--- src/sdcb_defs.vh ---
// Constants of the four-bank command decoder and bank state machine.
// Assumes inclusion by bare name from the design file.
`ifndef SDCB_DEFS_VH
`define SDCB_DEFS_VH
// ----------------------------------------------------------------------
// Timing
// ----------------------------------------------------------------------
`define SDCB_CLK_PERIOD_PS 25000
`define SDCB_PRECHARGE_TIME_PS 18000
`define SDCB_ACT_ACCESS_TIME_PS 18000
`define SDCB_MODE_LOAD_TIME_CYC 2
`define SDCB_SELF_REF_EXIT_TIME_PS 112500
`define SDCB_REFRESH_TIME_PS 72000
// ----------------------------------------------------------------------
// Command codes {ras_n, cas_n, we_n}
// ----------------------------------------------------------------------
`define SDCB_CMD_NOP 3'h7
`define SDCB_CMD_ACT 3'h3
`define SDCB_CMD_RD 3'h5
`define SDCB_CMD_WR 3'h4
`define SDCB_CMD_BST 3'h6
`define SDCB_CMD_PRE 3'h2
`define SDCB_CMD_REF 3'h1
`define SDCB_CMD_MRS 3'h0
// ----------------------------------------------------------------------
// Field positions
// ----------------------------------------------------------------------
`define SDCB_AP_BIT 10
`define SDCB_MODE_RESET 14'h0000
`endif
--- src/sdcb_bank_fsm.v ---
// Command decoder and per-bank state machine of a four-bank SDRAM.
// Assumes a controller on the pins; mode contents, data array outside.
//
// Chosen here: the register offsets and the address-and-strobe port.
`timescale 1ns/1ps
`include "sdcb_defs.vh"

module sdcb_bank_fsm #(
    parameter ADDR_W = 12,
    parameter COL_W = 9,
    parameter LANES = 2,
    parameter [7:0] BURST_LEN = 8'h04
) (
    // Clock and reset
    input wire mclk_in,
    input wire rst_b_in,
    // Command pins
    input wire chip_select_n_in,
    input wire row_strobe_n_in,
    input wire column_strobe_n_in,
    input wire write_enable_n_in,
    input wire clock_enable_in,
    input wire [1:0] bank_select_in,
    input wire [ADDR_W-1:0] addr_in,
    input wire [LANES-1:0] data_mask_in,
    // Data lane control
    output reg [LANES-1:0] read_lane_en_out,
    output reg [LANES-1:0] write_lane_en_out,
    output reg array_write_out,
    output reg array_read_out,
    output reg [1:0] access_bank_out,
    output reg [COL_W-1:0] access_col_out,
    // Bank status
    output reg [23:0] bank_state_out,
    output reg [ADDR_W-1:0] open_row0_out,
    output reg [ADDR_W-1:0] open_row1_out,
    output reg [ADDR_W-1:0] open_row2_out,
    output reg [ADDR_W-1:0] open_row3_out,
    output reg [13:0] mode_reg_out,
    output reg [ADDR_W-1:0] refresh_row_out,
    output reg self_refresh_out,
    output reg deep_power_down_out,
    output reg illegal_cmd_out
);

// ----------------------------------------------------------------------
// Derived timing counts
// ----------------------------------------------------------------------
// Rounded up so a wait is never shorter than the analog time
localparam integer PRE_CYC_I = (`SDCB_PRECHARGE_TIME_PS +
    `SDCB_CLK_PERIOD_PS - 1) / `SDCB_CLK_PERIOD_PS;
localparam integer ACT_CYC_I = (`SDCB_ACT_ACCESS_TIME_PS +
    `SDCB_CLK_PERIOD_PS - 1) / `SDCB_CLK_PERIOD_PS;
localparam integer XSR_CYC_I = (`SDCB_SELF_REF_EXIT_TIME_PS +
    `SDCB_CLK_PERIOD_PS - 1) / `SDCB_CLK_PERIOD_PS;
localparam integer RFC_CYC_I = (`SDCB_REFRESH_TIME_PS +
    `SDCB_CLK_PERIOD_PS - 1) / `SDCB_CLK_PERIOD_PS;
localparam integer MRD_CYC_I = `SDCB_MODE_LOAD_TIME_CYC;
// Timers are 8 bits; waits beyond 255 cycles would need wider ones
localparam [7:0] PRE_CYC = PRE_CYC_I[7:0];
localparam [7:0] ACT_CYC = ACT_CYC_I[7:0];
localparam [7:0] XSR_CYC = XSR_CYC_I[7:0];
localparam [7:0] RFC_CYC = RFC_CYC_I[7:0];
localparam [7:0] MRD_CYC = MRD_CYC_I[7:0];

// One-hot bank states
localparam [5:0] ST_IDLE = 6'h01;
localparam [5:0] ST_ACTG = 6'h02;
localparam [5:0] ST_ACT = 6'h04;
localparam [5:0] ST_RD = 6'h08;
localparam [5:0] ST_WR = 6'h10;
localparam [5:0] ST_PRE = 6'h20;

// ----------------------------------------------------------------------
// Input synchronisers
// ----------------------------------------------------------------------
reg [4:0] cmd_s1_q, cmd_s2_q;
reg [1:0] ba_s1_q, ba_s2_q;
reg [ADDR_W-1:0] a_s1_q, a_s2_q;
reg [LANES-1:0] dm_s1_q, dm_s2_q;

// Two stages on every pin; the first stage feeds only the second
// Bits of one command may land a cycle apart if a pin moves near the
// edge; the controller must drive all pins from one clock
always @(posedge mclk_in or negedge rst_b_in) begin
    if (!rst_b_in) begin
        cmd_s1_q <= 5'h1f;
        cmd_s2_q <= 5'h1f;
        ba_s1_q <= 2'h0;
        ba_s2_q <= 2'h0;
        a_s1_q <= {ADDR_W{1'b0}};
        a_s2_q <= {ADDR_W{1'b0}};
        dm_s1_q <= {LANES{1'b1}};
        dm_s2_q <= {LANES{1'b1}};
    end else begin
        cmd_s1_q <= {clock_enable_in, chip_select_n_in, row_strobe_n_in,
                     column_strobe_n_in, write_enable_n_in};
        cmd_s2_q <= cmd_s1_q;
        ba_s1_q <= bank_select_in;
        ba_s2_q <= ba_s1_q;
        a_s1_q <= addr_in;
        a_s2_q <= a_s1_q;
        dm_s1_q <= data_mask_in;
        dm_s2_q <= dm_s1_q;
    end
end

// ----------------------------------------------------------------------
// Command decode
// ----------------------------------------------------------------------
reg cke_prev_q;
reg [5:0] st_q [0:3];
reg [7:0] tmr_q [0:3];
reg [7:0] burst_q [0:3];
reg [3:0] ap_q;
reg [7:0] glob_tmr_q;
reg [1:0] last_bank_q;
reg [LANES-1:0] dm_d1_q;
integer i;

// A command acts three edges after the pins, once synchronised;
// state outputs follow one edge after the decode
wire cke = cmd_s2_q[4];
wire [2:0] code = cmd_s2_q[2:0];
wire sel = ~cmd_s2_q[3];
wire ap = a_s2_q[`SDCB_AP_BIT];
wire low_power = self_refresh_out | deep_power_down_out;
// Table valid only with enable high now and before, and no global wait
wire run = cke & cke_prev_q & ~low_power & (glob_tmr_q == 8'h00);
wire exec = run & sel & (code != `SDCB_CMD_NOP);

// Returns 1 when all banks sit in the idle state
function all_idle;
    input [23:0] s;
    begin
        all_idle = (s[5:0] == ST_IDLE) && (s[11:6] == ST_IDLE) &&
                   (s[17:12] == ST_IDLE) && (s[23:18] == ST_IDLE);
    end
endfunction

// Returns 1 while a bank is moving burst data
function in_burst;
    input [5:0] s;
    begin
        in_burst = (s == ST_RD) || (s == ST_WR);
    end
endfunction

// Is the command listed for a bank in the given state
function legal;
    input [5:0] s;
    input [2:0] c;
    begin
        case (s)
            ST_IDLE: legal = (c == `SDCB_CMD_ACT) || (c == `SDCB_CMD_PRE);
            ST_ACT: legal = (c == `SDCB_CMD_RD) || (c == `SDCB_CMD_WR) ||
                            (c == `SDCB_CMD_PRE);
            ST_RD, ST_WR: legal = (c == `SDCB_CMD_RD) || (c == `SDCB_CMD_WR) ||
                            (c == `SDCB_CMD_PRE) || (c == `SDCB_CMD_BST);
            default: legal = 1'b0;
        endcase
    end
endfunction

wire [23:0] st_flat = {st_q[3], st_q[2], st_q[1], st_q[0]};
wire global_cmd = (code == `SDCB_CMD_REF) || (code == `SDCB_CMD_MRS);
wire pre_all = (code == `SDCB_CMD_PRE) & ap;
// Refresh and mode load need every bank idle at once;
// burst terminate is judged against the bank of the last access
wire ok = global_cmd ? all_idle(st_flat) :
          pre_all ? 1'b1 :
          (code == `SDCB_CMD_BST) ? legal(st_q[last_bank_q], code) :
          legal(st_q[ba_s2_q], code);

// ----------------------------------------------------------------------
// Bank state machines and global modes
// ----------------------------------------------------------------------
always @(posedge mclk_in or negedge rst_b_in) begin
    if (!rst_b_in) begin
        for (i = 0; i < 4; i = i + 1) begin
            st_q[i] <= ST_IDLE;
            tmr_q[i] <= 8'h00;
            burst_q[i] <= 8'h00;
        end
        ap_q <= 4'h0;
        glob_tmr_q <= 8'h00;
        last_bank_q <= 2'h0;
        cke_prev_q <= 1'b0;
        mode_reg_out <= `SDCB_MODE_RESET;
        refresh_row_out <= {ADDR_W{1'b0}};
        self_refresh_out <= 1'b0;
        deep_power_down_out <= 1'b0;
        illegal_cmd_out <= 1'b0;
        open_row0_out <= {ADDR_W{1'b0}};
        open_row1_out <= {ADDR_W{1'b0}};
        open_row2_out <= {ADDR_W{1'b0}};
        open_row3_out <= {ADDR_W{1'b0}};
    end else begin
        cke_prev_q <= cke;
        illegal_cmd_out <= exec & ~ok;
        if (glob_tmr_q != 8'h00)
            glob_tmr_q <= glob_tmr_q - 8'h01;
        // Timed transitions and burst ends, per bank
        for (i = 0; i < 4; i = i + 1) begin
            if (tmr_q[i] != 8'h00)
                tmr_q[i] <= tmr_q[i] - 8'h01;
            else if (st_q[i] == ST_ACTG)
                st_q[i] <= ST_ACT;
            else if (st_q[i] == ST_PRE)
                st_q[i] <= ST_IDLE;
            if (in_burst(st_q[i]) && burst_q[i] != 8'h00) begin
                burst_q[i] <= burst_q[i] - 8'h01;
                if (burst_q[i] == 8'h01) begin
                    // Auto precharge closes the row at burst end
                    st_q[i] <= ap_q[i] ? ST_PRE : ST_ACT;
                    tmr_q[i] <= ap_q[i] ? PRE_CYC - 8'h01 : 8'h00;
                end
            end
        end
        // Self refresh and deep power-down exits on enable high
        // Entry with a row still open is dropped, not queued
        if (low_power && cke) begin
            self_refresh_out <= 1'b0;
            deep_power_down_out <= 1'b0;
            if (self_refresh_out)
                glob_tmr_q <= XSR_CYC;
        end else if (!low_power && !cke && cke_prev_q && sel &&
                     all_idle(st_flat)) begin
            // Low-power entry: enable falls with the command
            if (code == `SDCB_CMD_REF)
                self_refresh_out <= 1'b1;
            else if (code == `SDCB_CMD_BST)
                deep_power_down_out <= 1'b1;
        end
        if (exec && ok) begin
            case (code)
                `SDCB_CMD_MRS: begin
                    mode_reg_out <= {ba_s2_q, a_s2_q};
                    glob_tmr_q <= MRD_CYC;
                end
                `SDCB_CMD_REF: begin
                    // Row from the internal counter, address ignored
                    refresh_row_out <= refresh_row_out + 1'b1;
                    glob_tmr_q <= RFC_CYC;
                end
                `SDCB_CMD_ACT: begin
                    st_q[ba_s2_q] <= ST_ACTG;
                    tmr_q[ba_s2_q] <= ACT_CYC - 8'h01;
                    if (ba_s2_q == 2'h0) open_row0_out <= a_s2_q;
                    if (ba_s2_q == 2'h1) open_row1_out <= a_s2_q;
                    if (ba_s2_q == 2'h2) open_row2_out <= a_s2_q;
                    if (ba_s2_q == 2'h3) open_row3_out <= a_s2_q;
                end
                `SDCB_CMD_RD, `SDCB_CMD_WR: begin
                    st_q[ba_s2_q] <= (code == `SDCB_CMD_RD) ? ST_RD : ST_WR;
                    burst_q[ba_s2_q] <= BURST_LEN;
                    ap_q[ba_s2_q] <= ap;
                    last_bank_q <= ba_s2_q;
                end
                `SDCB_CMD_PRE: begin
                    // One bank or all; cuts any burst short
                    for (i = 0; i < 4; i = i + 1)
                        if (ap || ba_s2_q == i[1:0]) begin
                            st_q[i] <= ST_PRE;
                            tmr_q[i] <= PRE_CYC - 8'h01;
                            burst_q[i] <= 8'h00;
                        end
                end
                `SDCB_CMD_BST: begin
                    st_q[last_bank_q] <= ST_ACT;
                    burst_q[last_bank_q] <= 8'h00;
                end
                default: ;
            endcase
        end
    end
end

// ----------------------------------------------------------------------
// Data lane control
// ----------------------------------------------------------------------
reg [LANES-1:0] dm_d2_q;
wire rd_active = (st_q[last_bank_q] == ST_RD);
wire wr_active = (st_q[last_bank_q] == ST_WR);

// Read mask takes two clocks; write mask applies at once.
// The two extra stages keep read lanes two beats behind the write
// lanes for a mask sampled on the same edge.
always @(posedge mclk_in or negedge rst_b_in) begin
    if (!rst_b_in) begin
        dm_d1_q <= {LANES{1'b1}};
        dm_d2_q <= {LANES{1'b1}};
        read_lane_en_out <= {LANES{1'b0}};
        write_lane_en_out <= {LANES{1'b0}};
        array_write_out <= 1'b0;
        array_read_out <= 1'b0;
        access_bank_out <= 2'h0;
        access_col_out <= {COL_W{1'b0}};
        bank_state_out <= 24'h041041;
    end else begin
        dm_d1_q <= dm_s2_q;
        dm_d2_q <= dm_d1_q;
        read_lane_en_out <= rd_active ? ~dm_d2_q : {LANES{1'b0}};
        write_lane_en_out <= wr_active ? ~dm_s2_q : {LANES{1'b0}};
        array_write_out <= wr_active & (|(~dm_s2_q));
        array_read_out <= rd_active;
        bank_state_out <= st_flat;
        if (exec && ok && (code == `SDCB_CMD_RD || code == `SDCB_CMD_WR)) begin
            access_bank_out <= ba_s2_q;
            access_col_out <= a_s2_q[COL_W-1:0];
        end else if (in_burst(st_q[last_bank_q])) begin
            access_col_out <= access_col_out + 1'b1;
        end
    end
end

endmodule // sdcb_bank_fsm

--- config.mk ---
export PLATFORM = sky130hd
export DESIGN_NAME = sdcb_bank_fsm
export DESIGN_NICKNAME = d
export VERILOG_FILES = /design/src/sdcb_bank_fsm.v
export VERILOG_INCLUDE_DIRS = /design/src
export SDC_FILE = /design/constraint.sdc
export NUM_CORES = 1
export LEC_CHECK = 0
export BUFFER_PORTS_ARGS = -buffer_cell sky130_fd_sc_hd__buf_2
export CORE_MARGIN = 2
export CORE_UTILIZATION = 50
export CTS_CLUSTER_SIZE = 28
export DETAILED_ROUTE_END_ITERATION = 16
export HOLD_SLACK_MARGIN = 0.12
export MAX_ROUTING_LAYER = met4
export PLACE_DENSITY = 0.7
export SYNTH_ARGS = -nofsm -noshare
export SYNTH_HDL_FRONTEND = slang
export SYNTH_SLANG_ARGS = --single-unit
--- constraint.sdc ---
create_clock -name mclk_in -period 3.8 [get_ports mclk_in]
set_clock_uncertainty 0.05 [all_clocks]
set_input_delay 0.57 -clock mclk_in [delete_from_list [all_inputs] [get_ports mclk_in]]
set_output_delay 0.57 -clock mclk_in [all_outputs]
set_load 0.005 [all_outputs]
Word-level counts from Yosys, hierarchy flattened
Index checks and enable logic that the tools add are counted.
{"block": "op_classes", "n_addsub": 11, "order_cmp": 6, "n_eq_ne": 43, "muxes": 98, "bitwise_logic": 29, "reduce_logical": 62}
{"cell": "8-bit two-way mux", "n": 30}
{"cell": "6-bit two-way mux", "n": 34}
{"cell": "24-bit case mux with 4 select lines", "n": 1}
{"cell": "32-bit case mux with 3 select lines", "n": 1}
{"cell": "8-bit nonzero test", "n": 9}
{"cell": "8-bit by 1-bit subtractor with 8-bit output, second input constant", "n": 9}
{"cell": "32-bit bitwise AND", "n": 2}
{"cell": "32-bit two-way mux", "n": 2}
{"cell": "32-bit inverter", "n": 2}
{"cell": "32-bit case mux with 2 select lines", "n": 1}
{"cell": "20-bit bitwise AND", "n": 2}
{"cell": "20-bit inverter", "n": 2}
{"cell": "6-bit by 1-bit == test with 1-bit output, second input constant", "n": 6}
{"cell": "6-bit by 4-bit == test with 1-bit output, second input constant", "n": 6}
{"cell": "6-bit by 5-bit == test with 1-bit output, second input constant", "n": 6}
{"cell": "8-bit demux with 2-bit select", "n": 2}
{"cell": "8-bit by 1-bit == test with 1-bit output, second input constant", "n": 4}
{"cell": "28-bit bitwise AND", "n": 1}
{"cell": "28-bit inverter", "n": 1}
{"cell": "6-bit binary-select mux with 2-bit select", "n": 2}
{"cell": "24-bit bitwise mux", "n": 1}
{"cell": "6-bit demux with 2-bit select", "n": 2}
{"cell": "6-bit by 2-bit == test with 1-bit output, second input constant", "n": 4}
{"cell": "6-bit == test, second input constant", "n": 4}
{"cell": "other kinds (39)", "n": 115}
{"block": "word_totals", "register_bits": 267, "inputBits": 23, "out_inout_bits": 118, "elab_cells": 291}

Depth between registers and ports, before layout
Gate-level depths: netlist of run 1.
{"block": "depth", "word_depth": 13, "ltp_mapped": 10, "depth_no_buf": 8}

Worst setup path before layout of run 1
OpenSTA, ideal clock, no wires.
{"block": "synth_timing", "path_kind": "reg2reg", "from": "register ba_s2_q[0]", "to": "register mode_reg_out[10]", "arrival_time_ns": 2.746, "t_required_ns": 3.622, "slack_ns": 0.876, "path_stages_with_launch": 9, "n_path_buf": 2, "cell_sequence": "dfrtp_1 buf_2 mux4_2 or3_1 a21oi_4 o21ai_4 nor3_4 buf_6 mux2_1"}
{"block": "synth_between", "elab_chain_len": 12, "word_cells_on_any_way": 15, "cone_classes": "eq/ne (4); mux (7); bitwise (1); reduce/logical (3)"}
{"element": "start, declared", "line_no": "sdcb_bank_fsm.v:78", "text": "reg [1:0] ba_s1_q, ba_s2_q;"}
{"element": "start signal, assigned", "line_no": "sdcb_bank_fsm.v:100", "text": "ba_s2_q <= ba_s1_q;"}
{"element": "2-bit inverter with 3-bit output (not written as such) *", "line_no": "sdcb_bank_fsm.v:173", "text": "legal(st_q[ba_s2_q], code);"}
{"element": "6-bit binary-select mux with 2-bit select *", "line_no": "sdcb_bank_fsm.v:173"}
{"element": "6-bit two-way mux (not written as such) * (2 in series)", "line_no": "sdcb_bank_fsm.v:173"}
{"element": "6-bit by 4-bit == test with 1-bit output or 6-bit by 5-bit == test with 1-bit output (tied branches)", "line_no": "sdcb_bank_fsm.v:154", "text": "case (s)"}
{"element": "2-bit OR reduction", "line_no": "sdcb_bank_fsm.v:154"}
{"element": "1-bit case mux with 3 select lines *", "line_no": "sdcb_bank_fsm.v:154"}
{"element": "1-bit two-way mux *", "line_no": "sdcb_bank_fsm.v:172", "text": "(code == `SDCB_CMD_BST) ? legal(st_q[last_bank_q], code) :"}
{"element": "1-bit two-way mux *", "line_no": "sdcb_bank_fsm.v:171", "text": "pre_all ? 1'b1 :"}
{"element": "1-bit two-way mux *", "line_no": "sdcb_bank_fsm.v:170", "text": "wire ok = global_cmd ? all_idle(st_flat) :"}
{"element": "1-bit logical AND *", "line_no": "sdcb_bank_fsm.v:235", "text": "if (exec && ok) begin"}
{"element": "2-bit AND reduction (no line) *"}
{"element": "end signal, assigned", "line_no": "sdcb_bank_fsm.v:189", "text": "mode_reg_out <= `SDCB_MODE_RESET;"}
{"element": "end signal, assigned", "line_no": "sdcb_bank_fsm.v:238", "text": "mode_reg_out <= {ba_s2_q, a_s2_q};"}
{"element": "end, declared", "line_no": "sdcb_bank_fsm.v:39", "text": "output reg [13:0] mode_reg_out,"}
Mark *: on every way between the ends. The rest lies on a longest branch, timed or not. The select of a mux whose other input is x is not followed.
A chain may end at the register's enable or synchronous reset.

Worst setup path after layout of run 1
{"block": "layout_timing", "from": "register ba_s2_q[0]", "to": "register burst_q[8] in the netlist's numbering"}
{"block": "layout_between", "elab_chain_len": 12, "word_cells_on_any_way": 26, "cone_classes": "order compare (2); eq/ne (5); mux (12); bitwise (3); reduce/logical (4)"}
{"element": "2-bit inverter with 3-bit output (not written as such)", "line_no": "sdcb_bank_fsm.v:173, sdcb_bank_fsm.v:256"}
{"element": "6-bit binary-select mux with 2-bit select", "line_no": "sdcb_bank_fsm.v:173"}
{"element": "6-bit two-way mux (not written as such) (2 in series)", "line_no": "sdcb_bank_fsm.v:173"}
{"element": "6-bit by 4-bit == test with 1-bit output or 6-bit by 5-bit == test with 1-bit output (tied branches)", "line_no": "sdcb_bank_fsm.v:154"}
{"element": "2-bit OR reduction", "line_no": "sdcb_bank_fsm.v:154"}
{"element": "1-bit case mux with 3 select lines", "line_no": "sdcb_bank_fsm.v:154"}
{"element": "1-bit two-way mux", "line_no": "sdcb_bank_fsm.v:172"}
{"element": "1-bit two-way mux", "line_no": "sdcb_bank_fsm.v:171"}
{"element": "1-bit two-way mux", "line_no": "sdcb_bank_fsm.v:170"}
{"element": "1-bit logical AND", "line_no": "sdcb_bank_fsm.v:235"}
{"element": "32-bit two-way mux *", "line_no": "sdcb_bank_fsm.v:235"}
{"element": "end signal, assigned by index", "line_no": "sdcb_bank_fsm.v:212", "text": "burst_q[i] <= burst_q[i] - 8'h01;"}
{"element": "end, declared", "line_no": "sdcb_bank_fsm.v:114", "text": "reg [7:0] burst_q [0:3];"}
Marked as above.

==> results of run 1 <==
## flip-flops by register name (all words and copies together) (netlist names), 8 cells and up
register         count
open_row0_out       12
tmr_q               32
bank_state_out      24
a_s1_q              12
open_row1_out       12
open_row3_out       12
a_s2_q              12
refresh_row_out     12
mode_reg_out        14
burst_q             32
access_col_out       9
open_row2_out       12
glob_tmr_q           8
st_flat             24
## layer usage
metal | track usage [%] | share of wire [%]
met5 | - | 0
met4 | 7.84 | 3.3
met3 | 6.03 | 7.6
met2 | 35.9 | 45
met1 | 32.8 | 44
## stage by stage
stage	cell area [µm²]	hold slack (ps)
2_1_floorplan	11800	224
3_3_place_gp	12900	282
3_5_place_dp	12900	286
4_1_cts	14100	300
5_1_grt	14100	309
6_report	14100	298
## report_power, final
part	internal, mW	switching, mW
logic	0.370	0.427
registers	3.05	0.228
clock network	1.65	1.10
## area by class of cell
type	count	area share [%]
multi-input combinational	670	34.4
clock inverter	11	1.03
timing repair buffer	183	7.91
inverter	34	0.906
sequential	265	47.3
clock buffer	39	5.61
tap	319	2.83
## logic make-up (layout without fill, tap and decap cells)
logic type | after synthesis | in the layout | share of synthesized area, %
AND/OR/NAND/NOR | 338 | 338 | 15.0
flip-flops | 265 | 265 | 56.5
AO/OA/AOI/OAI | 145 | 145 | 8.60
XOR/XNOR | 85 | 85 | 6.32
multiplexers | 78 | 78 | 8.67
buffers and inverters | 62 | 267 | 2.36
adder cells (fa/ha/maj) | 24 | 24 | 2.55
## path summary, 6_finish.rpt
path | startpoint | end | slack, ps | cells after the start
setup / recovery | ba_s2_q[0]$_DFF_PN0_ | burst_q[8]$_DFF_PN0_ | 510 | 8
hold / removal | a_s1_q[5]$_DFF_PN0_ | a_s2_q[5]$_DFF_PN0_ | 300 | 0
setup reg to reg | ba_s2_q[0]$_DFF_PN0_ | burst_q[8]$_DFF_PN0_ | 510 | 8
hold reg to reg | a_s1_q[5]$_DFF_PN0_ | a_s2_q[5]$_DFF_PN0_ | 300 | 0
max in group asynchronous | rst_b_in | open_row1_out[8]$_DFFE_PN0P_ | 2190 | 3
min in group asynchronous | rst_b_in | st_flat[7]$_DFF_PN0_ | 590 | 2
## placed cells by master, fill, tap and decap left out, drive strengths merged, types with 9 or more instances in the layout
master       count
xnor2           59
dfrtp          239
nand2           53
nor2           134
nand2b          11
a211oi           9
xor2            26
nor3            27
and2             9
o21ai           31
nor4b           11
mux2            69
inv             35
ha              24
nand3           19
or4             11
dfstp           26
clkbuf          39
nand4            9
o22ai           10
buf            161
a21oi           35
nor4            19
dlygate4sd3     22
==> metrics.log, run 1 <==
INFO  metric synth_nets = approximately 1000
INFO  metric timing_worst_slew_pin_value = roughly 950 ps
INFO  metric yosys.cell_count.top_type = sky130_fd_sc_hd__dfrtp_1
INFO  metric maxCapViolations = 0
INFO  metric synth_edf_count = 0
INFO  metric final-max-slew-violation-count = 0
INFO  metric core_area = about 0.023 mm²
INFO  metric die_width = 158 µm
INFO  metric layout.area.seq = 0.00666 mm²
INFO  metric finalHoldViolCount = 0
INFO  metric yosys.area.top_type_share = 50.7%
INFO  metric cts_tree = built
INFO  metric dominantRegCellSynth = sky130_fd_sc_hd__dfrtp_1
INFO  metric worst-setup-path-type = flop to flop
INFO  metric worst_ep_arrival_time = approximately 3700 ps
INFO  metric final_core_util = 60.4%
INFO  metric grt.total_usage = between 20% and 30%
INFO  metric place_congestion = approximately 1.0
INFO  metric design.die.area = around 0.025 mm²
INFO  metric route.detailed.drc = 0
INFO  metric synth.avg_cell_area = ~12 µm²
INFO  metric synth_common_cells = sky130_fd_sc_hd__dfrtp_1, sky130_fd_sc_hd__nor2_1, sky130_fd_sc_hd__xnor2_1
INFO  metric combined_area_of_the_multi_input_logic_cells = 0.00484 mm²
INFO  metric first_iter_violations = between 500 and 600
INFO  metric ctsHoldBuffers = 22
INFO  metric wire_per_inst = 18.7 µm
INFO  metric wl = 28400 µm
INFO  metric ctsHtreeMaxLevel = 1
INFO  metric setup_ws = 506 ps
INFO  metric critical_path_startpoint_category = flop
INFO  metric crit_path_cell_trace = mux4_2, o21bai_1, a2111o_1, a21oi_4, o21ai_4, buf_4, nor4_4, nor2_1
INFO  metric p_leak = 7.02 nW
INFO  metric hold_class = flop to flop
INFO  metric syn-instance-count = ~1000
INFO  metric std_cell_rows = 56
INFO  metric slowest_stage = sky130_fd_sc_hd__mux4_2
INFO  metric fin_crit = 3290 ps
INFO  metric path_delay_family = compound AO/OA/AOI/OAI gates
INFO  metric cts_max_path_buffers = 3
INFO  metric unrepaired_setup_endpoints_after_global_routing = false
INFO  metric layout_worst_path_cycle_share = between 80 and 90%
INFO  metric place.detailed.instances = approximately 1400
INFO  metric timing.critical_path.slowest_cell_delay = 570 ps
INFO  metric yosysTopAreaCell = sky130_fd_sc_hd__dfrtp_1
INFO  metric power.total = 6.83 mW
INFO  metric ant_nets = 0
INFO  metric max_clock_freq = around 300 MHz
INFO  metric io_pins = 141
INFO  metric post_cts_resize_count = 0
INFO  metric setup_tns = 0 ps
INFO  metric ys_async_sr_fraction = 100%
INFO  metric worst-path-buf-inv = 1
INFO  metric kind_of_end_point_of_the_critical_path = flop
INFO  metric placement.io_buffers = 140
INFO  metric final_layout_size_suffix_gt1_share = a little over a quarter
INFO  metric syn-cell-area = ~0.012 mm²
INFO  metric detail_route.first_pass.iterations = 5
INFO  metric final_cell_count_no_fill = 1521
INFO  metric required = between 4000 and 5000 ps
INFO  metric critPathMaxFanout = 14
INFO  metric area_growth_syn_to_fin = 19.5%
INFO  metric outcome = finished, final reports clean
INFO  metric global_route_wire_length_before_repair = ~46000 µm
INFO  metric grt_antenna_before_repair = 0
INFO  metric tritoncts_num_sinks = around 270
INFO  metric clock-root-buffer = sky130_fd_sc_hd__clkbuf_16
INFO  metric cts_buf_count = 27
INFO  metric power.ir.vdd_worst = 0.367 mV
INFO  metric finalNetCount = 1228
INFO  metric layout.filler_cells = ~1900
INFO  metric floorplan.initialDensity = 50.5%
INFO  metric route.vias.total = ~8400
INFO  metric synth_area_leaders = sky130_fd_sc_hd__dfrtp_1, sky130_fd_sc_hd__dfstp_2, sky130_fd_sc_hd__xnor2_1
INFO  metric vias_in_the_first_global_route = 8372
INFO  metric cts.clk_slew.worst_paths = roughly 60 ps
INFO  metric ys_seq_elements = between 200 and 300
INFO  metric seq_area_frac_synth = between 50% and 60%
INFO  metric cts_setup_buffers = 0
INFO  metric yosys_cell_types = between 70 and 80
INFO  metric post-dp-hpwl = approximately 19000 µm
INFO  metric detail_route.vias_per_cell = 5.55
INFO  metric yosysWarnings = 0
INFO  metric n_antenna_cell = 0
INFO  metric power_density = between 400 and 500 mW/mm²
INFO  metric largest_net_degree_at_the_start_of_global_routing = slightly above 100
INFO  metric die_height = 158 µm
INFO  metric clk-insertion-delay-late = between 500 and 600 ps
INFO  metric dp_worst_setup_slack = 500 ps
INFO  metric maxSlewHeadroom = ~36%
INFO  metric final_count_of_negative_setup_slack_endpoints = 0
INFO  metric gr-total-overflow = 0
No activity file was read; power rests on OpenSTA's default activity.
==> run 2: changes to the inputs <==
CELL_PAD_IN_SITES_DETAIL_PLACEMENT = 1   (was unset)
CELL_PAD_IN_SITES_GLOBAL_PLACEMENT = 1   (was unset)
CORE_UTILIZATION = 47   (was 50)
PLACE_DENSITY = unset   (was 0.7)
PLACE_DENSITY_LB_ADDON = 0.1   (was unset)
==> run 2 against run 1 <==
Routed wire length is 13% higher. Die area is 6.2% higher. Via count is 1.1% higher. Hold slack better by 1.4 ps. Global-route usage is 1.6 points higher. Register-to-register slack hardly changed. Core utilization is 2.4 points lower. Critical path type unchanged. Largest power group unchanged. Highest routed layer unchanged.
==> metrics.log, run 2 (synthesized netlist as in run 1, its figures left out) <==
INFO  metric outcome = finished, final reports clean
INFO  metric unrepaired_setup_endpoints_after_global_routing = false
INFO  metric global_route_wire_length_before_repair = 51700 µm (+14%)
INFO  metric final_area = 0.0142 mm² (+0.61%)
INFO  metric cts_setup_buffers = 0 (unchanged)
INFO  metric vias_in_the_first_global_route = 9255 (+11%)
INFO  metric first_iter_violations = 526 (-10%)
INFO  metric detail_route.first_pass.iterations = 5 (unchanged)
INFO  metric power_frac_clock = 41.1% (+0.8 points)
INFO  metric core_area = 0.0245 mm² (+4.8%)
INFO  metric maxCapViolations = 0 (unchanged)
INFO  metric required = 4210 ps (+40 ps)
INFO  metric finalNetCount = 1232 (+0.33%)
INFO  metric maxSlewHeadroom = 38.0% (+1.6 points)
INFO  metric route.detailed.drc = 0 (unchanged)
INFO  metric crit_start = ba_s2_q[0]$_DFF_PN0_
INFO  metric design.die.area = 0.0264 mm² (+6.2%)
INFO  metric detail_route.vias_per_cell = 5.57 (+0.40%)
INFO  metric top_metal_layer_carrying_routed_signals = met4
INFO  metric p_leak = 7.05 nW (+0.36%)
INFO  metric floorplan.initialDensity = 48.2% (-2.3 points)
INFO  metric io_pins = 141 (unchanged)
INFO  metric die_height = 162 µm (+3.1%)
INFO  metric ant_nets = 0 (unchanged)
INFO  metric drt-met1-wl = 13800 µm (+10%)
INFO  metric power_density = 495 mW/mm² (+2.1%)
INFO  metric ctsHtreeMaxLevel = 1 (unchanged)
INFO  metric final_layout_size_suffix_gt1_share = 27.0% (+0.20 points)
INFO  metric final_count_of_negative_setup_slack_endpoints = 0 (unchanged)
INFO  metric cts_buf_count = 29 (+7.4%)
INFO  metric clock-root-buffer = sky130_fd_sc_hd__clkbuf_16
INFO  metric placement.io_buffers = 140 (unchanged)
INFO  metric gr-total-overflow = 0 (unchanged)
INFO  metric post_cts_resize_count = 0 (unchanged)
INFO  metric layout.area.seq = 0.00666 mm² (unchanged)
INFO  metric wl_met3 = 2110 µm (-2.5%)
INFO  metric finalHoldViolCount = 0 (unchanged)
INFO  metric layout.cells.most_common = sky130_fd_sc_hd__dfrtp_1
INFO  metric final-max-slew-violation-count = 0 (unchanged)
INFO  metric combined_area_of_the_multi_input_logic_cells = 0.00484 mm² (unchanged)
INFO  metric ctsHoldBuffers = 22 (unchanged)
INFO  metric top_regs = burst_q: 32 flops, tmr_q: 32 flops
INFO  metric route.vias.total = 8538 (+1.1%)
INFO  metric setup_tns = 0 ps (unchanged)
INFO  metric cellInternalPower = 5.14 mW (+1.3%)
INFO  metric fin_crit = 3300 ps (+7.11 ps)
INFO  metric power.ir.vdd_worst = 0.332 mV (-9.5%)
INFO  metric swShare = 26.7% (+0.97 points)
INFO  metric slowest_stage = sky130_fd_sc_hd__mux4_2
INFO  metric clk-insertion-delay-late = 570 ps (about the same)
INFO  metric post-dp-hpwl = 22200 µm (+15%)
INFO  metric p_sw = 1.87 mW (+6.5%)
INFO  metric grt.total_usage = 25.8% (+1.6 points)
INFO  metric dpl-instance-area = 0.0130 mm² (+0.26%)
INFO  metric wl = 32100 µm (+13%)
INFO  metric worst_r2r_startpoint = ba_s2_q[0]$_DFF_PN0_
INFO  metric cts_max_path_buffers = 3 (unchanged)
INFO  metric seqPwrFrac = 46.8% (-1.2 points)
INFO  metric worst_ep_arrival_time = 3710 ps (+50 ps)
INFO  metric n_antenna_cell = 0 (unchanged)
INFO  metric tritoncts_num_sinks = 265 (unchanged)
INFO  metric place_congestion = 0.955 (-7.4%)
INFO  metric die_width = 162 µm (+3.1%)
INFO  metric pwr-share-comb = 12.0% (+0.3 points)
INFO  metric kind_of_end_point_of_the_critical_path = flop
INFO  metric met2_wirelength = 15600 µm (+21%)
INFO  metric layout_common_cells = sky130_fd_sc_hd__dfrtp_1, sky130_fd_sc_hd__buf_2, sky130_fd_sc_hd__nor2_1
INFO  metric wire_per_inst = 21.0 µm (+12%)
INFO  metric critical_path_startpoint_category = flop
INFO  metric grt_antenna_before_repair = 0 (unchanged)
INFO  metric hold_class = flop to flop
INFO  metric timing_worst_slew_pin_value = 927 ps (-23.2 ps)
INFO  metric cts_tree = built
INFO  metric largest_net_degree_at_the_start_of_global_routing = 101 (-1.9%)
INFO  metric area_growth_syn_to_fin = 20.2%
INFO  metric layout.filler_cells = 2540 (+35%)
INFO  metric worst-setup-path-type = flop to flop
INFO  metric timing.critical_path.slowest_cell_delay = 560 ps (about the same)
INFO  metric crit_path_cell_trace = mux4_2, o21bai_1, a2111o_1, a21oi_4, o21a_4, nand3_2, mux2_1
INFO  metric std_cell_rows = 57 (+1.8%)
INFO  metric max_clock_freq = 303 MHz (-0.22%)
INFO  metric layout_worst_path_cycle_share = 86.9% (+0.19 points)
INFO  metric timing.hold.worst.start = ba_s1_q[1]$_DFF_PN0_
INFO  metric critPathMaxFanout = 13 (-1)
INFO  metric cts.clk_slew.worst_paths = 70 ps (about the same)
==> run 2: cell types whose count changed in the layout (fill, tap and decap cells not counted), sizes merged <==
cell and change:
clkbuf +2, inv +1, clkinvlp +2, buf +2, clkinv -1
==> run 2: per-layer routing <==
metal | GRT usage (%) | up-vias
li1 | - | 3875
met1 | 33.3 | 4335
met2 | 42.4 | 271
met3 | 5.17 | 57
met4 | 5.87 | 0
met5 | - | -
==> run 2: final timing paths <==
kind / endpoint / slack (ps) / cells after the start
worst min register to register: ba_s2_q[1]$_DFF_PN0_ / 300 / 0
worst max register to register: open_row3_out[10]$_DFFE_PN0P_ / 500 / 7
max in group asynchronous: dm_s2_q[1]$_DFF_PN1_ / 2260 / 3
worst max-delay path: open_row3_out[10]$_DFFE_PN0P_ / 500 / 7
worst min-delay path: ba_s2_q[1]$_DFF_PN0_ / 300 / 0
min in group asynchronous: bank_state_out[7]$_DFF_PN0_ / 590 / 2
==> run 2: stage by stage <==
| step | util [%] | total power, mW | setup slack, ps | hold slack, ps | instances |
|---|---|---|---|---|---|
| 3_3_place_gp | 53.0 | 4.09 | 584 | 282 | 1456 |
| 3_5_place_dp | 53.0 | 4.14 | 498 | 286 | 1456 |
| 4_1_cts | 57.9 | 7.07 | 505 | 300 | 1532 |
| 5_1_grt | 57.9 | 7.30 | 331 | 308 | 1532 |
| 2_1_floorplan | - | 3.79 | 876 | 224 | 997 |
| 6_report | 57.9 | 7.01 | 499 | 299 | 1532 |
==> run 2: layout make-up <==
cell class	instances	share of cell area (%)
clock buffers	41	5.79
clock inverters	13	1.18
inverters	34	0.901
multi-input cells	670	34.2
flip-flops and latches	265	47.0
well taps	324	2.86
repair buffers	185	8.05
==> run 2: power groups by stage <==
stage	clock network [mW]	registers, mW	logic (mW)
floorplan	0	3.25	0.548
global placement	0	3.31	0.780
detailed placement	0	3.33	0.817
CTS	2.94	3.28	0.848
global route	3.05	3.31	0.939
finish	2.88	3.28	0.843
==> run 2: worst max-delay path: cells and delay by family (launching register included) <==
kind,cells,cell delay (ps)
AOI/OAI and AO/OA,4,1230
muxes,2,1010
DFF,1,490
and+or+nand+nor,1,410
==> run 3: changes to the inputs <==
ABC_AREA = 1   (was unset)
CORE_UTILIZATION = 44   (was 47)
==> run 3 against run 2 <==
Count of clock-buffer cells in the layout fell by 6. Highest routed layer unchanged. Sequential share of layout area fell by 6.1 points. Die area rose by 24%. Register-to-register slack improved by 98 ps. Clock power rose by 8.3%. Core utilization fell by 4.8 points. Design area rose by 15%. Non-clock buffer count rose by 11. Total power fell by 3.9%. Synthesized cell count rose by 78%. Area after synthesis rose by 17%. Global-route usage rose by 2.1 points.
==> metrics.log, run 3 <==
INFO  metric critical_path_startpoint_category = flop
INFO  metric layout_common_cells = sky130_fd_sc_hd__nand2_1, sky130_fd_sc_hd__dfrtp_1, sky130_fd_sc_hd__inv_1
INFO  metric hold_path_depth = 0 (unchanged)
INFO  metric slowest_stage = sky130_fd_sc_hd__dfrtp_1
INFO  metric first_iter_violations = 820 (+56%)
INFO  metric final_count_of_negative_setup_slack_endpoints = 0 (unchanged)
INFO  metric io_pins = 141 (unchanged)
INFO  metric synth_common_cells = sky130_fd_sc_hd__nand2_1, sky130_fd_sc_hd__dfrtp_1, sky130_fd_sc_hd__inv_1
INFO  metric area_growth_syn_to_fin = 18.4%
INFO  metric layout.cells.most_common = sky130_fd_sc_hd__nand2_1
INFO  metric gr-total-overflow = 0 (unchanged)
INFO  metric crit_path_cell_trace = inv_2, nand2_1, nand2_1, nand2_1, nand2_1, nor2_1, nand3_1, nand2_1, nand2_1, nand2_1, nand2_1, nand3_4, buf_4, nand3_1, nand2_1, nand2_1, inv_1
INFO  metric grt_antenna_before_repair = 0 (unchanged)
INFO  metric power_density = 414 mW/mm² (-16%)
INFO  metric cts_buf_count = 30 (+3.4%)
INFO  metric yosys_cell_types = 41 (-45%)
INFO  metric detail_route.first_pass.iterations = 5 (unchanged)
INFO  metric clk-insertion-delay-late = 580 ps (about the same)
INFO  metric place_congestion = 0.924 (-3.2%)
INFO  metric cts.clk_slew.worst_paths = 60 ps (about the same)
INFO  metric largest_net_degree_at_the_start_of_global_routing = 82 (-19%)
INFO  metric top_regs = burst_q: 32 flops, tmr_q: 32 flops
INFO  metric yosys.area.top_type_share = 43.5% (-7.3 points)
INFO  metric die_height = 181 µm (+11%)
INFO  metric finalHoldViolCount = 0 (unchanged)
INFO  metric critPathMaxFanout = 18 (+5)
INFO  metric final_layout_size_suffix_gt1_share = 14.1% (-13 points)
INFO  metric syn-instance-count = 1770 (+78%)
INFO  metric dominantRegCellSynth = sky130_fd_sc_hd__dfrtp_1
INFO  metric cts_setup_buffers = 0 (unchanged)
INFO  metric final-max-slew-violation-count = 0 (unchanged)
INFO  metric synth_area_leaders = sky130_fd_sc_hd__dfrtp_1, sky130_fd_sc_hd__nand2_1, sky130_fd_sc_hd__inv_1
INFO  metric synth_edf_count = 0 (unchanged)
INFO  metric fin_crit = 3200 ps (-97.5 ps)
INFO  metric yosys.cell_count.top_type = sky130_fd_sc_hd__nand2_1
INFO  metric layout.filler_cells = 3790 (+49%)
INFO  metric seq_area_frac_synth = 48.5% (-8.1 points)
INFO  metric layout_worst_path_cycle_share = 84.3% (-2.6 points)
INFO  metric ant_nets = 0 (unchanged)
INFO  metric worst_ep_arrival_time = 3680 ps (-30 ps)
INFO  metric final_core_util = 53.1% (-4.8 points)
INFO  metric unrepaired_setup_endpoints_after_global_routing = false
INFO  metric kind_of_end_point_of_the_critical_path = flop
INFO  metric met2_wirelength = 20800 µm (+34%)
INFO  metric maxSlewHeadroom = 29.4% (-8.6 points)
INFO  metric cts_tree = built
INFO  metric yosysTopAreaCell = sky130_fd_sc_hd__dfrtp_1
INFO  metric hold_class = flop to flop
INFO  metric dpl-instance-area = 0.0150 mm² (+16%)
INFO  metric placement.io_buffers = 140 (unchanged)
INFO  metric global_route_wire_length_before_repair = 71800 µm (+39%)
INFO  metric power_frac_clock = 46.2% (+5.1 points)
INFO  metric route.vias.total = 12652 (+48%)
INFO  metric post-dp-hpwl = 31200 µm (+40%)
INFO  metric max_clock_freq = 312 MHz (+3.0%)
INFO  metric tritoncts_num_sinks = 265 (unchanged)
INFO  metric finalNetCount = 1982 (+61%)
INFO  metric floorplan.initialDensity = 44.8% (-3.3 points)
INFO  metric drt-met1-wl = 19500 µm (+41%)
INFO  metric worst_r2r_path_depth = 17 (+10)
INFO  metric top_metal_layer_carrying_routed_signals = met4
INFO  metric worst_path_most_repeated_cell = sky130_fd_sc_hd__nand2_1
INFO  metric timing_worst_slew_pin_value = 1050 ps (+127 ps)
INFO  metric outcome = finished, final reports clean
INFO  metric power.ir.vdd_worst = 0.388 mV (+17%)
INFO  metric die_width = 181 µm (+11%)
INFO  metric swShare = 26.0% (-0.69 points)
INFO  metric final_area = 0.0163 mm² (+15%)
INFO  metric ys_async_sr_fraction = 100% (unchanged)
INFO  metric hold_slack = 301 ps (+2.19 ps)
INFO  metric clock-root-buffer = sky130_fd_sc_hd__clkbuf_16
INFO  metric setup_tns = 0 ps (unchanged)
INFO  metric vias_in_the_first_global_route = 13433 (+45%)
INFO  metric cts_max_path_buffers = 3 (unchanged)
INFO  metric timing.critical_path.slowest_cell_delay = 560 ps (about the same)
INFO  metric synth.avg_cell_area = 7.77 µm² (-34%)
INFO  metric cellInternalPower = 4.99 mW (-3.0%)
INFO  metric synth_nets = 1817 (+74%)
INFO  metric wl = 43700 µm (+36%)
INFO  metric p_sw = 1.75 mW (-6.4%)
INFO  metric std_cell_rows = 64 (+12%)
INFO  metric required = 4270 ps (+60 ps)
INFO  metric n_antenna_cell = 0 (unchanged)
INFO  metric detail_route.vias_per_cell = 5.37 (-3.6%)
INFO  metric syn-cell-area = 0.0138 mm² (+17%)
INFO  metric worst-setup-path-type = flop to flop
INFO  metric yosysWarnings = 0 (unchanged)
INFO  metric pwr-share-comb = 8.6% (-3.4 points)
INFO  metric p_leak = 8.80 nW (+25%)
INFO  metric seqPwrFrac = 45.1% (-1.7 points)
INFO  metric wire_per_inst = 18.6 µm (-11%)
INFO  metric ys_seq_elements = 265 (unchanged)
INFO  metric design.die.area = 0.0327 mm² (+24%)
INFO  metric route.detailed.drc = 0 (unchanged)
INFO  metric wl_met3 = 2260 µm (+6.8%)
INFO  metric maxCapViolations = 0 (unchanged)
INFO  metric grt.total_usage = 27.9% (+2.1 points)
INFO  metric core_area = 0.0307 mm² (+25%)
INFO  metric power.total = 6.74 mW (-3.9%)
INFO  metric ctsHtreeMaxLevel = 1 (unchanged)
## run 3: cell count changes after synthesis, moves of 15 or more
cell	delta
sky130_fd_sc_hd__nand2_1	+410
sky130_fd_sc_hd__nand4_1	+63
sky130_fd_sc_hd__o21ai_0	+43
sky130_fd_sc_hd__mux2_2	-40
sky130_fd_sc_hd__o21ai_1	+44
sky130_fd_sc_hd__xor2_1	+29
sky130_fd_sc_hd__a21oi_1	+17
sky130_fd_sc_hd__inv_1	+184
sky130_fd_sc_hd__xnor2_1	-45
sky130_fd_sc_hd__clkbuf_1	+21
sky130_fd_sc_hd__nor2_1	+63
sky130_fd_sc_hd__buf_2	+15
sky130_fd_sc_hd__mux2_4	-18
sky130_fd_sc_hd__nand3_1	+106
## run 3: worst paths after layout
path / from / endpoint / slack, ps
worst max-delay path: last_bank_q[0]$_DFFE_PN0P_ / open_row3_out[6]$_DFFE_PN0P_ / 600
worst min-delay path: a_s1_q[2]$_DFF_PN0_ / a_s2_q[2]$_DFF_PN0_ / 300
worst max register to register: last_bank_q[0]$_DFFE_PN0P_ / open_row3_out[6]$_DFFE_PN0P_ / 600
worst min register to register: a_s1_q[2]$_DFF_PN0_ / a_s2_q[2]$_DFF_PN0_ / 300
max in group asynchronous: rst_b_in / refresh_row_out[11]$_DFFE_PN0P_ / 2310
min in group asynchronous: rst_b_in / burst_q[22]$_DFF_PN0_ / 510
## run 3: metrics by stage
step	std cells	setup WS [ps]
5_1_grt	2355	246
4_1_cts	2355	577
3_3_place_gp	2277	741
3_5_place_dp	2277	608
2_1_floorplan	1770	1560
6_report	2355	597
## run 3: logic make-up (layout without fill, tap and decap cells)
group,count (synthesis),count (layout),share of synthesized area [%]
xor gates and xnor gates,69,69,4.39
buffers and inverters,293,482,8.27
adders and majority gates,24,24,2.18
and+or+nand+nor,912,912,28.4
DFF,265,265,48.5
AOI/OAI and AO/OA,207,207,8.31
## run 3: routing by layer
| metal | track usage, % | vias up |
|---|---|---|
| li1 | - | 6017 |
| met1 | 36.4 | 6234 |
| met2 | 45.5 | 316 |
| met3 | 3.87 | 85 |
| met4 | 7.84 | 0 |
| met5 | - | - |
## run 3: area by class of cell
type                       count  area [µm²]  share of cell area, %
sequential                   265        6660                   40.9
tap                          396         495                   3.04
clock buffer                  35         800                   4.91
multi-input combinational   1212        5960                   36.6
inverter                     230         863                   5.30
timing repair buffer         196        1220                   7.52
clock inverter                21         273                   1.68
## run 3: worst max-delay path: cells and delay by family, from the launching register on
family,cells,cell delay [ps]
AND/OR/NAND/NOR,14,2000
flip-flops,1,560
buffers and inverters,3,520
## run 3: what timing repair did
action	4_1_cts	5_1_grt
endpoints found under the hold margin	88	0
hold buffers	22	0
resized for setup	0	0
## run 3: power groups by stage
| stage | registers, mW | logic, mW | clock network (mW) |
|---|---|---|---|
| 2_1_floorplan | 3.05 | 0.340 | 0 |
| 3_3_place_gp | 3.08 | 0.546 | 0 |
| 3_5_place_dp | 3.09 | 0.563 | 0 |
| 4_1_cts | 3.04 | 0.585 | 3.19 |
| 5_1_grt | 3.05 | 0.662 | 3.31 |
| 6_report | 3.04 | 0.582 | 3.12 |
